### src/hdl/rctwp_pkg.sv
// package: register map, field layout and state types of the rc trim protect block
package rctwp_pkg;

  // ****************************************************
  // register map (byte addresses on the apb bus)
  // ****************************************************
  localparam int ADDR_W = 12;
  localparam logic [ADDR_W-1:0] OFF_TRIM_PROTECT_CONTROL = 12'h000;
  localparam logic [ADDR_W-1:0] OFF_OSCILLATOR_TRIM_VALUE = 12'h004;

  // ****************************************************
  // trim_protect_control fields
  // ****************************************************
  localparam int BIT_WRITE_INHIBIT = 7;
  localparam int BIT_PROTECT_ENABLE = 6;
  localparam int BIT_TRIM_LOCK = 5;
  localparam int BIT_TRIM_WRITE_ENABLE = 4;
  localparam logic [3:0] PROT_RESERVED_READ = 4'hF;
  localparam logic PROT_WRI_READ = 1'b1;

  // ****************************************************
  // oscillator_trim_value fields
  // ****************************************************
  localparam int TRIM_W = 8;
  localparam int BIT_TRIM_SIGN = 7;
  localparam logic [TRIM_W-1:0] TRIM_RESET = 8'h00;
  localparam logic [TRIM_W-1:0] TRIM_WRITE_MASK = 8'hFC;
  localparam logic [TRIM_W-1:0] TRIM_MIN = 8'h80;
  localparam logic [TRIM_W-1:0] TRIM_MAX = 8'h7C;
  localparam logic [TRIM_W-1:0] TRIM_STEP = 8'h04;

  // ****************************************************
  // types
  // ****************************************************
  typedef struct packed {
    logic protect_enable;
    logic trim_lock;
    logic trim_write_enable;
  } rctwp_prot_t;

  localparam rctwp_prot_t PROT_RESET = '{1'b0, 1'b0, 1'b0};

  typedef struct packed {
    logic valid;
    logic [TRIM_W-1:0] data;
  } rctwp_nv_t;

  typedef enum logic [1:0] {
    LD_REQUEST,
    LD_DONE
  } rctwp_load_t;

endpackage

### src/hdl/rctwp_top.sv
// rc trim write protect: apb slave, nonvolatile trim load, protect and trim registers
//
// Functional notes
// [RULE1] protect writes take effect only with write_inhibit 0; it reads 1
// [RULE2] lock and trim write enable change only while protect_enable is 1
// [RULE3] protect_enable follows accepted writes; reset clears it
// [RULE4] trim writes are ignored while the lock is set
// [RULE5] lock blocks protect writes, cannot be written back to 0; reset only
// [RULE6] lock sets only on write_inhibit 0, lock 1, protect_enable already 1
// [RULE7] trim writes need lock 0 and trim write enable 1
// [RULE8] trim write enable clears on reset or gated write of 0
// [RULE9] four low protect bits read 1, writes ignored
// [RULE10] software rewrites protect with full-byte moves, not bit operations
// [RULE11] flash variant loads trim from nonvolatile memory right after reset
// [RULE12] new trim drives the oscillator the cycle after the write
// [RULE13] trim is two's complement, sign bit 7, low two bits zero
// [RULE14] without a nonvolatile load trim resets to zero
// [RULE15] flash variant returns an undefined value on trim reads
// [RULE16] blocked writes give no error and change nothing
`timescale 1ns/100ps
module rctwp_top
  import rctwp_pkg::*;
#(
  parameter bit HAS_FLASH = 1'b1,
  parameter logic [TRIM_W-1:0] TRIM_READ_FILL = 8'h00
) (
  // clock and reset
  input wire logic pclk,
  input wire logic presetn,
  // apb slave
  input wire logic psel,
  input wire logic penable,
  input wire logic pwrite,
  input wire logic [ADDR_W-1:0] paddr,
  input wire logic [31:0] pwdata,
  output logic [31:0] prdata,
  output logic pready,
  output logic pslverr,
  // nonvolatile trim source
  output logic nv_load_req,
  input wire logic nv_load_ack,
  input wire logic [TRIM_W-1:0] nv_load_data,
  // oscillator
  output logic [TRIM_W-1:0] osc_trim
);

  // ****************************************************
  // bus decode
  // ****************************************************
  logic acc_phase;
  logic sel_prot;
  logic sel_trim;
  logic mapped;
  logic done;
  logic wr_prot;
  logic wr_trim;
  logic load_done;
  logic [7:0] wdata8;
  logic [31:0] next_prdata;
  logic next_pready;
  rctwp_load_t load_state;
  rctwp_prot_t prot;
  rctwp_nv_t nv;

  function automatic logic addr_hit(input logic [ADDR_W-1:0] a, input logic [ADDR_W-1:0] off);
    addr_hit = (a == off);
  endfunction

  // fixed bits are rebuilt on each read, never stored, so no write reaches them
  function automatic logic [31:0] prot_word(input rctwp_prot_t p);
    prot_word = {24'h000000, PROT_WRI_READ, p.protect_enable, p.trim_lock,
                 p.trim_write_enable, PROT_RESERVED_READ};
  endfunction

  function automatic logic [31:0] trim_word(input logic [TRIM_W-1:0] t);
    trim_word = {24'h000000, t};
  endfunction

  assign acc_phase = psel && penable;
  assign sel_prot = addr_hit(paddr, OFF_TRIM_PROTECT_CONTROL);
  assign sel_trim = addr_hit(paddr, OFF_OSCILLATOR_TRIM_VALUE);
  assign mapped = sel_prot || sel_trim;
  assign done = acc_phase && pready;
  assign wdata8 = pwdata[7:0];
  // writes land only at the completing edge
  assign wr_prot = done && pwrite && sel_prot;
  assign wr_trim = done && pwrite && sel_trim;
  assign load_done = (load_state == LD_DONE);

  // ****************************************************
  // nonvolatile load after reset
  // ****************************************************
  // bus held off until the trim has been loaded, so software never races it
  always_ff @(posedge pclk or negedge presetn) begin
    if (!presetn) begin
      load_state <= LD_REQUEST;
    end else begin
      case (load_state)
        LD_REQUEST: begin
          if (!HAS_FLASH || nv_load_ack) begin
            load_state <= LD_DONE; // see [RULE11] [RULE14]
          end
        end
        LD_DONE: begin
          load_state <= LD_DONE;
        end
        default: begin
          load_state <= LD_REQUEST;
        end
      endcase
    end
  end

  always_ff @(posedge pclk or negedge presetn) begin
    if (!presetn) begin
      nv_load_req <= 1'b0;
    end else begin
      nv_load_req <= HAS_FLASH && (load_state == LD_REQUEST) && !nv_load_ack; // see [RULE11]
    end
  end

  assign nv = '{valid: HAS_FLASH && (load_state == LD_REQUEST) && nv_load_ack,
                data: nv_load_data};

  // ****************************************************
  // register blocks
  // ****************************************************
  rctwp_protect u_rctwp_protect (
    .pclk(pclk),
    .presetn(presetn),
    .wr(wr_prot),
    .wdata(wdata8),
    .prot(prot)
  );

  rctwp_trim u_rctwp_trim (
    .pclk(pclk),
    .presetn(presetn),
    .nv(nv),
    .wr(wr_trim),
    .wdata(wdata8),
    .prot(prot),
    .trim(osc_trim)
  );

  // ****************************************************
  // apb answer
  // ****************************************************
  // one wait state keeps pready a flop; access phase is two cycles
  assign next_pready = acc_phase && !pready && load_done;

  always_ff @(posedge pclk or negedge presetn) begin
    if (!presetn) begin
      pready <= 1'b0;
    end else begin
      pready <= next_pready;
    end
  end

  // blocked writes to a mapped register answer without error
  always_ff @(posedge pclk or negedge presetn) begin
    if (!presetn) begin
      pslverr <= 1'b0;
    end else begin
      pslverr <= next_pready && !mapped; // see [RULE16]
    end
  end

  always_comb begin
    next_prdata = '0;
    if (next_pready && !pwrite) begin
      if (sel_prot) begin
        next_prdata = prot_word(prot); // see [RULE1] [RULE9]
      end else if (sel_trim) begin
        // loaded factory trim is not exposed to software
        next_prdata = trim_word(HAS_FLASH ? TRIM_READ_FILL : osc_trim); // see [RULE15]
      end
    end
  end

  // idle cycles read as zero, so a stale word never lingers on the bus
  always_ff @(posedge pclk or negedge presetn) begin
    if (!presetn) begin
      prdata <= '0;
    end else begin
      prdata <= next_prdata;
    end
  end

  logic wdata_wri;
  logic wdata_pe;
  logic wdata_lock;
  logic [TRIM_W-1:0] wdata_trim;
  assign wdata_wri = wdata8[BIT_WRITE_INHIBIT];
  assign wdata_pe = wdata8[BIT_PROTECT_ENABLE];
  assign wdata_lock = wdata8[BIT_TRIM_LOCK];
  assign wdata_trim = wdata8 & TRIM_WRITE_MASK;
  logic wdata_twe;
  logic [TRIM_W-1:0] nv_trim;
  assign wdata_twe = wdata8[BIT_TRIM_WRITE_ENABLE];
  assign nv_trim = nv.data & TRIM_WRITE_MASK;
endmodule // rctwp_top

### src/hdl/rctwp_protect.sv
// protect register: write inhibit gate, protect enable, sticky lock, trim write enable
`timescale 1ns/100ps
module rctwp_protect
  import rctwp_pkg::*;
(
  // clock and reset
  input wire logic pclk,
  input wire logic presetn,
  // write strobe from the bus slave
  input wire logic wr,
  input wire logic [7:0] wdata,
  // state
  output rctwp_prot_t prot
);

  logic accept;
  logic protect_enable;
  logic trim_lock;
  logic trim_write_enable;

  // writes count only with write_inhibit at 0, and never once locked
  assign accept = wr && !wdata[BIT_WRITE_INHIBIT] && !trim_lock; // see [RULE1] [RULE5]

  always_ff @(posedge pclk or negedge presetn) begin
    if (!presetn) begin
      protect_enable <= 1'b0; // see [RULE3]
    end else if (accept) begin
      protect_enable <= wdata[BIT_PROTECT_ENABLE]; // see [RULE3]
    end
  end

  // lock only sets, gated by the protect enable held before this write
  always_ff @(posedge pclk or negedge presetn) begin
    if (!presetn) begin
      trim_lock <= 1'b0; // see [RULE5]
    end else if (accept && protect_enable && wdata[BIT_TRIM_LOCK]) begin
      trim_lock <= 1'b1; // see [RULE2] [RULE6]
    end
  end

  always_ff @(posedge pclk or negedge presetn) begin
    if (!presetn) begin
      trim_write_enable <= 1'b0; // see [RULE8]
    end else if (accept && protect_enable) begin
      trim_write_enable <= wdata[BIT_TRIM_WRITE_ENABLE]; // see [RULE2] [RULE8]
    end
  end

  // one driver for the whole struct; field order matches the type
  assign prot = {protect_enable, trim_lock, trim_write_enable};

endmodule // rctwp_protect

### src/hdl/rctwp_trim.sv
// trim register: nonvolatile load and gated software writes, drives the oscillator
`timescale 1ns/100ps
module rctwp_trim
  import rctwp_pkg::*;
(
  // clock and reset
  input wire logic pclk,
  input wire logic presetn,
  // load from nonvolatile memory
  input rctwp_nv_t nv,
  // write strobe from the bus slave
  input wire logic wr,
  input wire logic [TRIM_W-1:0] wdata,
  input rctwp_prot_t prot,
  // trim to the oscillator
  output logic [TRIM_W-1:0] trim
);

  always_ff @(posedge pclk or negedge presetn) begin
    if (!presetn) begin
      trim <= TRIM_RESET; // see [RULE14]
    end else if (nv.valid) begin
      trim <= nv.data & TRIM_WRITE_MASK; // see [RULE11] [RULE13]
    end else if (wr && !prot.trim_lock && prot.trim_write_enable) begin
      // low two bits stay zero: steps of four
      trim <= wdata & TRIM_WRITE_MASK; // see [RULE4] [RULE7] [RULE12] [RULE13]
    end
  end

endmodule // rctwp_trim

### config.mk
export PLATFORM = sky130hd
export DESIGN_NAME = rctwp_top
export DESIGN_NICKNAME = d
export VERILOG_FILES = /design/src/hdl/rctwp_pkg.sv /design/src/hdl/rctwp_top.sv /design/src/hdl/rctwp_protect.sv /design/src/hdl/rctwp_trim.sv
export SDC_FILE = /design/constraint.sdc
export NUM_CORES = 1
export LEC_CHECK = 0
export BUFFER_PORTS_ARGS = -buffer_cell sky130_fd_sc_hd__buf_2
export CORE_ASPECT_RATIO = 0.7
export CORE_MARGIN = 2
export CORE_UTILIZATION = 39
export DETAILED_ROUTE_END_ITERATION = 10
export PLACE_DENSITY = 0.84
export SKIP_CTS_REPAIR_TIMING = 1
export SYNTH_ARGS = -nofsm -noshare
export SYNTH_HDL_FRONTEND = slang
export SYNTH_HIERARCHICAL = 1
export SYNTH_SLANG_ARGS = --single-unit
### constraint.sdc
create_clock -name pclk -period 3 [get_ports pclk]
set_clock_uncertainty 0.15 [all_clocks]
set_input_delay 0.15 -clock pclk [delete_from_list [all_inputs] [get_ports pclk]]
set_output_delay 0.15 -clock pclk [all_outputs]
set_load 0.02 [all_outputs]
==> summary.md <==
| Metric | Value |
|---|---|
| Grt ovf | `0` |
| WL final | `1.90 mm` |
| Port Buffers | `between 40 and 50` |
| Mapped Area | `1070 um2` |
| Vias in the first global route | `623` |
| Seq pwr share | `0.475` |
| Startpoint types | `input port` |
| Worst-margin pin slew | `0.639 ns` |
| Maximum root-to-sink buffer count | `2` |
| Worst Path Max Fanout | `4` |
| Placement Rows | `15` |
| Maximum vdd drop | `0.171 mV` |
| Detail Route Antenna Nets | `0` |
| Post-synth EDFFs | `0` |
| Total Routing Usage GR | `0.109` |
| Synthesized area per cell | `11.6 um2` |
| Routed len/inst | `11.3 um` |
| CP max stage cell | `or4_1` |
| Final period util | `0.631` |
| Req. time, crit path | `2.98 ns` |
| Layout cell share with drive strength beyond 1 | `0.519` |
| Initial DRC count | `12` |
| Synthesized instance count | `92` |
| Fin. Hold Viols | `0` |
| Worst-path clk slew | `about 0.060 ns` |
| Worst path max stage delay | `0.56 ns` |
| Dpl cell area | `roughly 1200 um2` |
| Via Count | `705` |
| Sw Ratio | `0.283` |
| Post-DP HPWL | `1.57 mm` |
| Area delta synth->final | `16.6%` |
| Commonest register cell after synthesis | `dfrtp_1` |
| Placed cells | `163` |
| DRC Markers | `0` |
| Top Ports | `101` |
| Via-to-Cell Ratio | `about 4.2` |
| Syn. warnings | `6` |
| Pre-CTS setup slack | `0.887 ns` |
| Setup TNS | `0 ns` |
| RD Place Congestion | `between 0.7 and 0.8` |
| Worst Hold Class | `input port to flip-flop` |
| Final Critical Period | `around 1.9 ns` |
| Antenna violations before repair | `0` |
| Diode count | `0` |
| Async SR Flop Fraction | `1.00` |
| Largest net degree at the start of global routing | `18` |
| H-tree Lvls | `1` |
| Max_cap viols | `0` |
| Power density cells | `approximately 420 nW/um2` |
| Sw power | `147 uW` |
| Root Driver | `clkbuf_8` |
| Worst-Skew Late Latency | `0.25 ns` |
| Critical Path AT | `1.88 ns` |
| Clock Sinks | `17` |
| Initial Utilization | `0.423` |
| Internal | `372 uW` |
| P_leak | `between 0.7 and 0.8 nW` |
| Flops & latches, synth | `17` |
| Multi-input gate area | `approximately 460 um2` |
| Critical path type | `input port to flip-flop` |
| CTS buffer count | `3` |
| CTS tree | `built` |
| Fin worst setup slack | `1.11 ns` |
| Seq/Total Area, Yosys | `0.397` |
| Die X | `66.6 um` |
| RSZ-0062 raised after global routing | `no` |
| CP cell instances | `buf_2 > or4_1 > nor2_1 > and4b_1 > and4bb_1 > mux2_4` |
| Clk pwr share | `0.321` |
| CP Capture Type | `flip-flop` |
| Status | `finished, final reports clean` |
| Rel. slew slack | `0.571` |
| Fmax | `528 MHz` |
| First-pass GRT wire length | `2.48 mm` |
| Final std cells w/o fill | `169` |
| Die area | `3190 um2` |
| Combinational share of power | `0.204` |
| Setup-failing EPs final | `0` |
| Register area | `425 um2` |
| Power, Total | `519 uW` |
| Nets | `194` |
| Max Slew Vio Count | `0` |
| Fill count | `between 200 and 250` |
| Die Span Y | `47.8 um` |
| Yosys cell types | `23` |
| Final instance area | `between 1000 and 1500 um2` |
| First-pass DRT Iterations | `4` |
| Core ar. | `approximately 2500 um2` |
==> path summary, 6_finish.rpt <==
kind / slack [ns] / to / start / depth (start not counted)
worst max-delay path: 1.11 / u_rctwp_protect/trim_write_enable / paddr[5] / 6
worst min-delay path: 0.01 / u_rctwp_protect/protect_enable / pwdata[6] / 2
worst max register to register: 1.26 / u_rctwp_trim/trim[6] / pready / 4
worst min register to register: 0.36 / u_rctwp_trim/trim[2] / u_rctwp_trim/trim[2] / 1
max in group asynchronous: 2.23 / u_rctwp_trim/trim[5] / presetn / 2
min in group asynchronous: 0.20 / prdata[6] / presetn / 2
==> synth_stat cells (2+ instances only) <==
cell type / number / area (um2)
and3_1: 3 / 18.8
and4_1: 3 / 26.3
buf_4: 33 / 248
conb_1: 2 / 7.51
dfrtp_1: 17 / 425
inv_1: 4 / 15.0
mux2_2: 7 / 78.8
mux2_4: 7 / 105
nor2_1: 2 / 7.51
==> cell usage in the layout (no fill, tap or decap), drive strengths merged <==
cell type     n
mux2         14
and4b         1
and4          3
a21oi         1
clkinv        1
nor2b         1
and3          3
a41o          1
nand4b        1
a31oi         1
and4bb        1
dlygate4sd3   2
or2           1
nor3b         1
or4           2
inv           4
clkbuf        3
nor2          2
nor4b         1
dfrtp        17
nor3          1
buf          47
conb         26
==> state kept, by name (all words and copies together), names as in the netlist <==
name	flops
u_rctwp_trim/trim	6
prdata	4
load_state	1
nv_load_req	1
pready	1
pslverr	1
u_rctwp_protect/protect_enable	1
u_rctwp_protect/trim_lock	1
u_rctwp_protect/trim_write_enable	1
==> power by group through the flow <==
stage	clock [mW]	combinational [mW]	sequential (mW)
after floorplan	0	0.0741	0.266
after global placement	0	0.101	0.250
after detailed placement	0	0.104	0.251
after CTS	0.170	0.104	0.247
after global routing	0.182	0.114	0.248
final	0.167	0.106	0.247
==> critical path: cells and delay by family <==
kind / cells / cell delay, ns
AND/OR/NAND/NOR: 4 / 1.32
multiplexers: 1 / 0.31
buffers and inverters: 1 / 0.09
==> layer usage <==
metal  part of all wire  vias up  global-route usage
met5                  0        -                   0
met4              0.020        0              0.0939
met3               0.11        4              0.0212
met2               0.51       45               0.216
met1               0.36      314               0.100
li1                   -      342                   -
==> kinds of logic after synthesis <==
| family | synth area share |
|---|---|
| compound gates | 0.0350 |
| mux | 0.172 |
| simple gates | 0.133 |
| flops | 0.397 |
| buf+inv | 0.256 |
| other cells | 0.00701 |
==> cell type report <==
type,instances,area share
multi-input cells,61,0.370
flip-flops and latches,17,0.341
repair buffers,49,0.206
well taps,34,0.0341
clock buffers,3,0.0331
inverters,4,0.0120
clock inverters,1,0.00401
==> per-stage QoR <==
stage	utilization	hold slack, ns
finish	0.493	0.0114
global route	0.493	0.00427
detailed placement	0.467	-0.0692
CTS	0.485	-0.335
floorplan	-	-0.296
global placement	0.467	-0.0704
Note: power is estimated with default switching activity, not from simulation.
